File: src/common/slc_pkg.sv
// Purpose: constants shared by the servo loop controller files
// Assumes: 20 MHz core clock, one control update per millisecond
// Notes: offsets are byte addresses on the register bus
package slc_pkg;
  // ------------------------------------------------------------
  // timing
  // ------------------------------------------------------------
  localparam int CLK_PERIOD_NS = 50; // core clock period
  localparam int CTRL_PERIOD_NS = 1000000; // 1000 updates per second
  localparam int TICK_CYCLES = CTRL_PERIOD_NS / CLK_PERIOD_NS; // core cycles per update

  // ------------------------------------------------------------
  // widths and scaling
  // ------------------------------------------------------------
  localparam int FB_W = 12; // feedback conversion width
  localparam int CMD_W = 12; // signed command width
  localparam int GAIN_W = 16; // signed gain width
  localparam int GAIN_FRAC = 8; // gains are 8.8 fixed point
  localparam int TERM_W = 24; // width of each scaled term
  localparam int SUM_W = 27; // room for five terms
  localparam int DRIVE_W = 16; // valve drive width
  localparam int ADDR_W = 6; // byte address width
  localparam logic [FB_W:0] FB_MID = 13'h0800; // mid scale of the converter

  // ------------------------------------------------------------
  // register map
  // ------------------------------------------------------------
  localparam logic [ADDR_W-1:0] OFS_CTRL = 6'h00; // mode and polarities
  localparam logic [ADDR_W-1:0] OFS_PROP_GAIN = 6'h04;
  localparam logic [ADDR_W-1:0] OFS_INTEGRAL_GAIN = 6'h08;
  localparam logic [ADDR_W-1:0] OFS_DERIVATIVE_GAIN = 6'h0C;
  localparam logic [ADDR_W-1:0] OFS_INTEGRATOR_WINDOW = 6'h10;
  localparam logic [ADDR_W-1:0] OFS_DEADBAND_A = 6'h14;
  localparam logic [ADDR_W-1:0] OFS_DEADBAND_B = 6'h18;
  localparam logic [ADDR_W-1:0] OFS_FEEDFORWARD_GAIN = 6'h1C;
  localparam logic [ADDR_W-1:0] OFS_DRIVE = 6'h20; // read only
  localparam logic [ADDR_W-1:0] OFS_ERROR = 6'h24; // read only
  localparam logic [ADDR_W-1:0] OFS_INTEGRATOR = 6'h28; // read only
  localparam logic [ADDR_W-1:0] OFS_UPDATES = 6'h2C; // read only

  // ------------------------------------------------------------
  // control fields and reset values
  // ------------------------------------------------------------
  localparam int MODE_LSB = 0; // loop_mode_select, two bits
  localparam int CMD_POL_BIT = 2; // command_polarity
  localparam int FB_POL_BIT = 3; // feedback_polarity
  localparam logic [1:0] MODE_OPEN = 2'h0; // loop terms off
  localparam logic [1:0] MODE_CLOSED_EXT = 2'h2; // external feedback loop
  localparam logic [3:0] CTRL_RST = 4'h0;
  localparam logic [GAIN_W-1:0] GAIN_RST = 16'h0000;
  localparam logic [FB_W-1:0] WINDOW_RST = 12'h000;

  // bus handshake states, one-hot
  typedef enum logic [1:0] {
    BUS_IDLE = 2'b01,
    BUS_ACK = 2'b10
  } slc_bus_state_t;
endpackage

File: src/hw/slc_tick_gen.sv
// Purpose: divides the core clock into the control update enable
// Assumes: one clock domain, synchronous active high reset
// Notes: first pulse arrives CYCLES-1 cycles after the last reset edge
`timescale 1ns/1ns
module slc_tick_gen #(
  parameter int CYCLES = 20000
) (
  input wire logic i_clk,
  input wire logic i_rst,
  output logic o_tick
);
  localparam int CW = (CYCLES > 2) ? $clog2(CYCLES) : 1;
  localparam logic [CW-1:0] LAST = CW'(CYCLES - 1);

  // ------------------------------------------------------------
  // elaboration check
  // ------------------------------------------------------------
  generate
    if (CYCLES < 2) begin : g_bad
      $error("tick divider needs at least two cycles");
    end
  endgenerate

  logic [CW-1:0] cnt_reg; // cycles since last pulse

  // free running divider, wraps at the last count
  always_ff @(posedge i_clk) begin
    if (i_rst) begin
      cnt_reg <= '0;
    end else if (cnt_reg == LAST) begin
      cnt_reg <= '0;
    end else begin
      cnt_reg <= cnt_reg + 1'b1;
    end
  end

  // pulse for exactly one cycle per period
  always_ff @(posedge i_clk) begin
    if (i_rst) begin
      o_tick <= 1'b0;
    end else begin
      o_tick <= (cnt_reg == LAST - 1'b1);
    end
  end
endmodule

File: src/hw/slc_gain_term.sv
// Purpose: fixed point gain times signed value, saturated
// Assumes: gain carries FRAC fraction bits
// Notes: purely combinational; caller registers the result
`timescale 1ns/1ns
module slc_gain_term #(
  parameter int IN_W = 14,
  parameter int GAIN_W = 16,
  parameter int FRAC = 8,
  parameter int OUT_W = 24
) (
  input wire logic signed [IN_W-1:0] i_value,
  input wire logic signed [GAIN_W-1:0] i_gain,
  output logic signed [OUT_W-1:0] o_term
);
  localparam int PW = IN_W + GAIN_W;
  localparam logic signed [PW-1:0] MAXV = {{(PW-OUT_W+1){1'b0}}, {(OUT_W-1){1'b1}}};
  localparam logic signed [PW-1:0] MINV = {{(PW-OUT_W+1){1'b1}}, {(OUT_W-1){1'b0}}};

  // ------------------------------------------------------------
  // elaboration check
  // ------------------------------------------------------------
  generate
    if (OUT_W > PW || FRAC >= PW) begin : g_bad
      $error("gain term widths cannot be served");
    end
  endgenerate

  logic signed [PW-1:0] prod; // full product
  logic signed [PW-1:0] scaled; // fraction bits dropped

  assign prod = i_value * i_gain;
  assign scaled = prod >>> FRAC;

  // clip instead of wrapping: a wrapped term would reverse the valve
  always_comb begin
    if (scaled > MAXV) begin
      o_term = MAXV[OUT_W-1:0];
    end else if (scaled < MINV) begin
      o_term = MINV[OUT_W-1:0];
    end else begin
      o_term = scaled[OUT_W-1:0];
    end
  end
endmodule

File: src/hw/slc_servo_loop.sv
// Purpose: servo loop controller with Avalon-MM register slave
// Assumes: command and feedback are synchronous to the core clock
// Notes: all loop state changes only on the millisecond update
//
// Behaviour
// RULE_01 - drive output recomputed once per millisecond
// RULE_02 - output sums weighted P, I, D terms
// RULE_03 - P term is gain times command minus feedback
// RULE_04 - integrator accumulates gain times error each update
// RULE_05 - zero window disables integral action entirely
// RULE_06 - D term follows per-update feedback change
// RULE_07 - nonzero command adds per-side deadband offset
// RULE_08 - feedforward adds bypass gain times command
// RULE_09 - mode 0 open loop, mode 2 closed
// RULE_10 - command and feedback each optionally negated
// RULE_11 - feedback is a 12-bit conversion result
// RULE_12 - integrate inside window only; saturate output
//
// Implementation choices: the Avalon-MM interface to the registers and the placing of the registers.
`timescale 1ns/1ns
module slc_servo_loop
  import slc_pkg::*;
#(
  parameter int TICK = TICK_CYCLES
) (
  input wire logic I_CORE_CLK,
  input wire logic I_SYS_RST,
  input wire logic [ADDR_W-1:0] I_AVS_ADDRESS,
  input wire logic I_AVS_READ,
  input wire logic I_AVS_WRITE,
  input wire logic [31:0] I_AVS_WRITEDATA,
  output logic [31:0] O_AVS_READDATA,
  output logic O_AVS_WAITREQUEST,
  input wire logic signed [CMD_W-1:0] I_COMMAND,
  input wire logic [FB_W-1:0] I_FEEDBACK,
  output logic signed [DRIVE_W-1:0] O_VALVE_DRIVE,
  output logic O_UPDATE_STROBE
);
  localparam logic signed [SUM_W-1:0] DRV_MAX = {{(SUM_W-DRIVE_W+1){1'b0}}, {(DRIVE_W-1){1'b1}}};
  localparam logic signed [SUM_W-1:0] DRV_MIN = {{(SUM_W-DRIVE_W+1){1'b1}}, {(DRIVE_W-1){1'b0}}};
  localparam logic signed [TERM_W:0] ACC_MAX = {2'b00, {(TERM_W-1){1'b1}}};
  localparam logic signed [TERM_W:0] ACC_MIN = {2'b11, {(TERM_W-1){1'b0}}};

  // ------------------------------------------------------------
  // update tick
  // ------------------------------------------------------------
  logic tick; // one cycle per control period

  slc_tick_gen #(
    .CYCLES(TICK)
  ) u_tick (
    .i_clk(I_CORE_CLK),
    .i_rst(I_SYS_RST),
    .o_tick(tick)
  );

  // ------------------------------------------------------------
  // register file
  // ------------------------------------------------------------
  logic [3:0] ctrl_reg; // mode and polarity bits
  logic [GAIN_W-1:0] prop_gain_reg;
  logic [GAIN_W-1:0] integral_gain_reg;
  logic [GAIN_W-1:0] derivative_gain_reg; // signed
  logic [FB_W-1:0] integrator_window_reg; // zero turns integral off
  logic [GAIN_W-1:0] deadband_a_reg; // magnitude, positive side
  logic [GAIN_W-1:0] deadband_b_reg; // magnitude, negative side
  logic [GAIN_W-1:0] feedforward_gain_reg;
  slc_bus_state_t bus_state; // handshake phase
  logic bus_req; // read or write pending
  logic bus_take; // edge at which request completes

  assign bus_req = I_AVS_READ | I_AVS_WRITE;
  assign bus_take = bus_req && (bus_state == BUS_ACK);
  // waitrequest drops for one cycle after the request was seen
  assign O_AVS_WAITREQUEST = bus_req && (bus_state != BUS_ACK);

  // one wait cycle gives time to register read data
  always_ff @(posedge I_CORE_CLK) begin
    if (I_SYS_RST) begin
      bus_state <= BUS_IDLE;
    end else begin
      case (bus_state)
        BUS_IDLE: begin
          if (bus_req) begin
            bus_state <= BUS_ACK;
          end
        end
        BUS_ACK: begin
          bus_state <= BUS_IDLE;
        end
        default: begin
          bus_state <= BUS_IDLE;
        end
      endcase
    end
  end

  // writes land on the completing edge; other offsets are ignored
  always_ff @(posedge I_CORE_CLK) begin
    if (I_SYS_RST) begin
      ctrl_reg <= CTRL_RST;
      prop_gain_reg <= GAIN_RST;
      integral_gain_reg <= GAIN_RST;
      derivative_gain_reg <= GAIN_RST;
      integrator_window_reg <= WINDOW_RST;
      deadband_a_reg <= GAIN_RST;
      deadband_b_reg <= GAIN_RST;
      feedforward_gain_reg <= GAIN_RST;
    end else if (bus_take && I_AVS_WRITE) begin
      case (I_AVS_ADDRESS)
        OFS_CTRL: ctrl_reg <= I_AVS_WRITEDATA[3:0];
        OFS_PROP_GAIN: prop_gain_reg <= I_AVS_WRITEDATA[GAIN_W-1:0];
        OFS_INTEGRAL_GAIN: integral_gain_reg <= I_AVS_WRITEDATA[GAIN_W-1:0];
        OFS_DERIVATIVE_GAIN: derivative_gain_reg <= I_AVS_WRITEDATA[GAIN_W-1:0];
        OFS_INTEGRATOR_WINDOW: integrator_window_reg <= I_AVS_WRITEDATA[FB_W-1:0];
        OFS_DEADBAND_A: deadband_a_reg <= I_AVS_WRITEDATA[GAIN_W-1:0];
        OFS_DEADBAND_B: deadband_b_reg <= I_AVS_WRITEDATA[GAIN_W-1:0];
        OFS_FEEDFORWARD_GAIN: feedforward_gain_reg <= I_AVS_WRITEDATA[GAIN_W-1:0];
        default: ;
      endcase
    end
  end

  // ------------------------------------------------------------
  // input conditioning
  // ------------------------------------------------------------
  logic [1:0] mode; // loop_mode_select
  logic signed [CMD_W:0] cmd_s; // command after polarity
  logic signed [FB_W:0] fb_ext; // converter result, centred
  logic signed [FB_W:0] fb_s; // feedback after polarity
  logic signed [FB_W+1:0] err; // command minus feedback
  logic [FB_W+1:0] abs_err; // error magnitude
  logic signed [FB_W+1:0] dfb; // feedback change per update
  logic signed [FB_W:0] fb_prev_reg; // feedback at last update
  logic closed; // closed loop selected
  logic win_on; // integral action allowed
  logic integ_gate; // integrator moves this update

  assign mode = ctrl_reg[MODE_LSB+1:MODE_LSB];
  assign closed = (mode == MODE_CLOSED_EXT); // RULE_09
  assign cmd_s = ctrl_reg[CMD_POL_BIT] ? -{I_COMMAND[CMD_W-1], I_COMMAND}
                                       : {I_COMMAND[CMD_W-1], I_COMMAND}; // RULE_10
  // offset-binary 12-bit sample, mid scale reads as zero
  assign fb_ext = $signed({1'b0, I_FEEDBACK} - FB_MID); // RULE_11
  assign fb_s = ctrl_reg[FB_POL_BIT] ? -fb_ext : fb_ext; // RULE_10
  assign err = {cmd_s[CMD_W], cmd_s} - {fb_s[FB_W], fb_s}; // RULE_03
  assign abs_err = err[FB_W+1] ? $unsigned(-err) : $unsigned(err);
  assign dfb = {fb_s[FB_W], fb_s} - {fb_prev_reg[FB_W], fb_prev_reg}; // RULE_06
  assign win_on = (integrator_window_reg != WINDOW_RST); // RULE_05
  // outside the window the integrator holds, which stops the limit cycle
  assign integ_gate = closed && win_on && (abs_err < {2'b00, integrator_window_reg}); // RULE_12

  // ------------------------------------------------------------
  // weighted terms
  // ------------------------------------------------------------
  logic signed [TERM_W-1:0] p_term; // proportional
  logic signed [TERM_W-1:0] i_inc; // integrator step
  logic signed [TERM_W-1:0] d_term; // derivative
  logic signed [TERM_W-1:0] ff_term; // feedforward bypass
  logic signed [TERM_W-1:0] db_term; // deadband jump
  logic signed [TERM_W-1:0] integ_reg; // integrator state
  logic signed [TERM_W:0] integ_wide; // unclipped next state
  logic signed [TERM_W-1:0] integ_upd; // state after this update
  logic signed [TERM_W-1:0] i_term; // integral contribution

  slc_gain_term #(.IN_W(FB_W+2), .GAIN_W(GAIN_W), .FRAC(GAIN_FRAC), .OUT_W(TERM_W)) u_p (
    .i_value(err),
    .i_gain(prop_gain_reg),
    .o_term(p_term)
  ); // RULE_03

  slc_gain_term #(.IN_W(FB_W+2), .GAIN_W(GAIN_W), .FRAC(GAIN_FRAC), .OUT_W(TERM_W)) u_i (
    .i_value(err),
    .i_gain(integral_gain_reg),
    .o_term(i_inc)
  ); // RULE_04

  slc_gain_term #(.IN_W(FB_W+2), .GAIN_W(GAIN_W), .FRAC(GAIN_FRAC), .OUT_W(TERM_W)) u_d (
    .i_value(dfb),
    .i_gain(derivative_gain_reg),
    .o_term(d_term)
  ); // RULE_06

  slc_gain_term #(.IN_W(CMD_W+1), .GAIN_W(GAIN_W), .FRAC(GAIN_FRAC), .OUT_W(TERM_W)) u_ff (
    .i_value(cmd_s),
    .i_gain(feedforward_gain_reg),
    .o_term(ff_term)
  ); // RULE_08

  // integrator clips so a long error cannot wrap its sign
  assign integ_wide = {integ_reg[TERM_W-1], integ_reg} + {i_inc[TERM_W-1], i_inc};
  always_comb begin
    if (!integ_gate) begin
      integ_upd = integ_reg; // hold outside the window
    end else if (integ_wide > ACC_MAX) begin
      integ_upd = ACC_MAX[TERM_W-1:0];
    end else if (integ_wide < ACC_MIN) begin
      integ_upd = ACC_MIN[TERM_W-1:0];
    end else begin
      integ_upd = integ_wide[TERM_W-1:0]; // RULE_04
    end
  end
  assign i_term = (closed && win_on) ? integ_upd : '0; // RULE_05

  // side a for positive command, side b for negative, none at zero
  always_comb begin
    if (cmd_s > 0) begin
      db_term = TERM_W'(deadband_a_reg); // RULE_07
    end else if (cmd_s < 0) begin
      db_term = -TERM_W'(deadband_b_reg); // RULE_07
    end else begin
      db_term = '0;
    end
  end

  // ------------------------------------------------------------
  // summing and saturation
  // ------------------------------------------------------------
  logic signed [SUM_W-1:0] loop_sum; // feedback based terms
  logic signed [SUM_W-1:0] total_sum; // everything added
  logic signed [DRIVE_W-1:0] drive_next; // clipped drive

  // open loop keeps feedforward and deadband so the valve can be jogged
  assign loop_sum = closed ? SUM_W'(p_term) + SUM_W'(i_term) + SUM_W'(d_term) : '0; // RULE_02
  assign total_sum = loop_sum + SUM_W'(ff_term) + SUM_W'(db_term); // RULE_08
  always_comb begin
    if (total_sum > DRV_MAX) begin
      drive_next = DRV_MAX[DRIVE_W-1:0]; // RULE_12
    end else if (total_sum < DRV_MIN) begin
      drive_next = DRV_MIN[DRIVE_W-1:0]; // RULE_12
    end else begin
      drive_next = total_sum[DRIVE_W-1:0];
    end
  end

  // ------------------------------------------------------------
  // loop state, moved only by the tick
  // ------------------------------------------------------------
  logic signed [FB_W+1:0] err_reg; // error of last update
  logic [31:0] updates_reg; // count of updates

  always_ff @(posedge I_CORE_CLK) begin
    if (I_SYS_RST) begin
      O_VALVE_DRIVE <= '0;
      fb_prev_reg <= '0;
      err_reg <= '0;
      integ_reg <= '0;
      updates_reg <= '0;
    end else if (tick) begin
      O_VALVE_DRIVE <= drive_next; // RULE_01
      fb_prev_reg <= fb_s; // RULE_06
      err_reg <= err;
      integ_reg <= (closed && win_on) ? integ_upd : '0; // RULE_05
      updates_reg <= updates_reg + 1'b1;
    end
  end

  // strobe marks the cycle the new drive appears
  always_ff @(posedge I_CORE_CLK) begin
    if (I_SYS_RST) begin
      O_UPDATE_STROBE <= 1'b0;
    end else begin
      O_UPDATE_STROBE <= tick;
    end
  end

  // read data registered while waitrequest is high
  always_ff @(posedge I_CORE_CLK) begin
    if (I_SYS_RST) begin
      O_AVS_READDATA <= '0;
    end else if (I_AVS_READ && bus_state == BUS_IDLE) begin
      case (I_AVS_ADDRESS)
        OFS_CTRL: O_AVS_READDATA <= 32'(ctrl_reg);
        OFS_PROP_GAIN: O_AVS_READDATA <= 32'(prop_gain_reg);
        OFS_INTEGRAL_GAIN: O_AVS_READDATA <= 32'(integral_gain_reg);
        OFS_DERIVATIVE_GAIN: O_AVS_READDATA <= 32'(derivative_gain_reg);
        OFS_INTEGRATOR_WINDOW: O_AVS_READDATA <= 32'(integrator_window_reg);
        OFS_DEADBAND_A: O_AVS_READDATA <= 32'(deadband_a_reg);
        OFS_DEADBAND_B: O_AVS_READDATA <= 32'(deadband_b_reg);
        OFS_FEEDFORWARD_GAIN: O_AVS_READDATA <= 32'(feedforward_gain_reg);
        OFS_DRIVE: O_AVS_READDATA <= 32'($unsigned(O_VALVE_DRIVE));
        OFS_ERROR: O_AVS_READDATA <= 32'($unsigned(err_reg));
        OFS_INTEGRATOR: O_AVS_READDATA <= 32'($unsigned(integ_reg));
        OFS_UPDATES: O_AVS_READDATA <= updates_reg;
        default: O_AVS_READDATA <= '0; // unmapped reads as zero
      endcase
    end
  end

  // ------------------------------------------------------------
  // checks
  // ------------------------------------------------------------
  logic [31:0] gap_reg; // cycles since last tick
  logic seen_tick_reg; // first tick seen since reset

  always_ff @(posedge I_CORE_CLK) begin
    if (I_SYS_RST) begin
      gap_reg <= '0;
      seen_tick_reg <= 1'b0;
    end else begin
      gap_reg <= tick ? 32'h0000_0000 : gap_reg + 1'b1;
      seen_tick_reg <= seen_tick_reg | tick;
    end
  end
endmodule

File: config.mk
export PLATFORM = sky130hd
export DESIGN_NAME = slc_servo_loop
export DESIGN_NICKNAME = d
export VERILOG_FILES = /design/src/common/slc_pkg.sv /design/src/hw/slc_tick_gen.sv /design/src/hw/slc_gain_term.sv /design/src/hw/slc_servo_loop.sv
export SDC_FILE = /design/constraint.sdc
export NUM_CORES = 2
export LEC_CHECK = 0
export ABC_CLOCK_PERIOD_IN_PS = 19500
export BUFFER_PORTS_ARGS = -buffer_cell sky130_fd_sc_hd__buf_4
export CAP_MARGIN = 20
export CORE_MARGIN = 3
export CORE_UTILIZATION = 26
export CTS_BUF_LIST = sky130_fd_sc_hd__clkbuf_8 sky130_fd_sc_hd__clkbuf_16
export CTS_CLUSTER_DIAMETER = 30
export DETAILED_ROUTE_END_ITERATION = 16
export SYNTH_ARGS = -nofsm -noshare
export SYNTH_HDL_FRONTEND = slang
export SYNTH_SLANG_ARGS = --single-unit
File: constraint.sdc
create_clock -name I_CORE_CLK -period 19.5 [get_ports I_CORE_CLK]
set_input_delay 0.975 -clock I_CORE_CLK [delete_from_list [all_inputs] [get_ports I_CORE_CLK]]
set_output_delay 0.975 -clock I_CORE_CLK [all_outputs]
set_load 0.01 [all_outputs]
==> results_dict.tcl <==
set metrics [dict create \
    p_leak_nw 25.87 \
    fmax_mhz 54.19 \
    pre_cts_ws_ns 0.8446 \
    cts_buffers 66 \
    nFillCells 19800 \
    fp-row-count 159 \
    clkSlewWorstSetupHoldPaths_ns 0.04 \
    worstMarginPinSlew_ns 1.161 \
    start_kind "input pin" \
    hp-class "flip-flop to flip-flop" \
    crit_top_cell "fa_1" \
    synth_cell_types 84 \
    drt_iter0_markers 3312 \
    drt-vias-per-instance 4.871 \
    post-cts-setup-buffers 0 \
    ant_nets 0 \
    slowest_stage "xnor2_2" \
    synthToLayoutAreaGrowth_pct 13.64 \
    grt.total_usage 0.1619 \
    layout-drive-gt1-share 0.07756 \
    die_h_um 441.0 \
    start_util 0.2616 \
    synth_edf_count 0 \
    timing.final.ws_setup_ns 1.047 \
    drc 0 \
    ys.warnings.count 0 \
    drtPass1Iterations 6 \
    timing.setup.tns_ns 0 \
    core_area_mm2 0.1880 \
    slew_headroom 0.2203 \
    cts.path.max_buffers 3 \
    synth_cells 5670 \
    powerDensity_mw_per_mm2 42.90 \
    max_stage_delay_ns 0.70 \
    cts_tree "done" \
    skew_ns 0.02606 \
    critPathMaxFanout 15 \
    cts_resized 0 \
    rsz0062_at_grt "false" \
    io_buffer_count 99 \
    required_ns 19.99 \
    hold_buffers 0 \
    place.gp.congestion 0.9668 \
    async_flop_share 0 \
    end_kind "flip-flop" \
    ios 116 \
    die-area_mm2 0.1944 \
    irDropWorstVdd_mv 0.05758 \
    hold_ws_ns 0.4689 \
    root_buffer "clkbuf_16" \
    status "finished, final reports clean" \
    dp.final_hpwl_mm 124.1 \
    grt_pass1_wl_mm 244.4 \
    grt_pass1_vias 41950 \
    path_class "input pin to flip-flop" \
    cts_max_level 3 \
    antenna_found_initial 9 \
    grt_max_degree 93 \
    vias 40500 \
    avgRoutedWirePerCell_um 18.79 \
    synth_seq_cells 262 \
    period_needed_ns 18.45 \
    insertion_delay_ns 0.62 \
    overflow 0 \
    maxSlewViolCount 0 \
    finalCritPeriodShare 0.9463 \
    nets 7123 \
    drv_cap 0 \
    finalHoldViolCount 0 \
    setup-violations-final 0 \
    synth_top_flop_cell "dfxtp_1" \
    critPathArrivalTime_ns 18.94 \
    die_width_um 441.0 \
    ys_seq_area_frac 0.1066 \
    synth_nets 7029 \
    cts_sinks 262 \
    syn_area_mm2 0.04919 \
    syn_avg_cell_area_um2 8.675 \
    wl_mm 156.2 \
]
## cells in the mapped netlist (all sizes together) (22+ instances only)
| master | instances | area [um2] |
|---|---|---|
| inv | 908 | 3408 |
| fa | 903 | 18080 |
| nand2 | 856 | 3213 |
| ha | 390 | 4880 |
| nor2 | 307 | 1152 |
| dfxtp | 262 | 5245 |
| and2 | 255 | 1595 |
| clkbuf | 240 | 900.9 |
| a21oi | 235 | 1176 |
| xnor2 | 161 | 1410 |
| nor2b | 128 | 800.8 |
| o21ai | 98 | 494.2 |
| xor2 | 86 | 753.2 |
| nor3 | 80 | 411.7 |
| a22oi | 75 | 563.0 |
| nand2b | 61 | 381.6 |
| nand3 | 60 | 300.3 |
| a21o | 50 | 375.4 |
| a211oi | 44 | 330.3 |
| o21a | 38 | 285.3 |
| a31oi | 26 | 168.9 |
| and3 | 26 | 162.7 |
| or2 | 26 | 162.7 |
| or3 | 24 | 150.1 |
| a22o | 22 | 192.7 |
## worst paths after layout
path,from,endpoint,slack [ns],cells after the start
worst min-delay path,u_tick.cnt_reg[0],u_tick.cnt_reg[0],0.47,1
worst max-delay path,I_COMMAND[0],O_VALVE_DRIVE[4],1.05,69
worst min register to register,u_tick.cnt_reg[0],u_tick.cnt_reg[0],0.47,1
worst max register to register,ctrl_reg[2],O_VALVE_DRIVE[4],1.07,66
## cells by family after synthesis
| group | synth area share |
|---|---|
| AND/OR/NAND/NOR | 0.1837 |
| adder cells (fa/ha/maj) | 0.4679 |
| XOR/XNOR | 0.04398 |
| flip-flops | 0.1066 |
| AO/OA/AOI/OAI | 0.1037 |
| multiplexers | 0.004757 |
| buffers and inverters | 0.08939 |
## layer usage
layer,GRT usage,up-vias,wire (um)
met5,0,-,0
met4,0.07229,0,8043
met3,0.03241,377,13330
met2,0.2610,1633,71430
met1,0.2091,20330,63420
li1,-,18160,-
## final cells by class
| type | count | area, um2 | share of cell area |
|---|---|---|---|
| sequential | 262 | 5249 | 0.09390 |
| clock buffer | 75 | 1787 | 0.03196 |
| tap | 2495 | 3122 | 0.05585 |
| antenna | 5 | 12.51 | 0.0002238 |
| clock inverter | 44 | 490.5 | 0.008775 |
| multi-input combinational | 4246 | 39690 | 0.7101 |
| inverter | 908 | 3408 | 0.06098 |
| timing repair buffer | 280 | 2136 | 0.03821 |
## power breakdown
part	internal, mW	switching, mW	total (mW)
sequential	0.541	0.00382	0.545
clock	0.742	0.380	1.12
combinational	0.262	0.469	0.731
## critical path: cells and delay by family
family	cells	cell delay (ns)
simple gates	15	3.33
mux	1	0.14
xor+xnor	4	1.44
fa+ha+maj	15	6.26
buf+inv	10	1.29
compound gates	24	5.45
## stage by stage
step | instance area (um2) | cells | utilization | power, mW
2_1_floorplan | 49190 | 5670 | - | 1.010
3_3_place_gp | 53560 | 8187 | 0.2849 | 1.264
3_5_place_dp | 53590 | 8189 | 0.2850 | 1.274
4_1_cts | 55860 | 8308 | 0.2972 | 2.395
5_1_grt | 55890 | 8313 | 0.2973 | 2.504
6_report | 55900 | 8315 | 0.2973 | 2.398
## cells in the final DEF, fill, tap and decap left out, types with 85 or more instances in the layout
cell / synthesis / final
a21oi_1: 235 / 233
and2_1: 252 / 252
buf_4: 6 / 275
dfxtp_1: 262 / 261
fa_1: 903 / 903
ha_1: 390 / 390
inv_1: 908 / 918
nand2_1: 856 / 856
nor2_1: 307 / 305
nor2b_1: 128 / 128
o21ai_0: 94 / 94
xnor2_1: 161 / 150
xor2_1: 86 / 85
No activity file was read; power rests on OpenSTA's default activity.
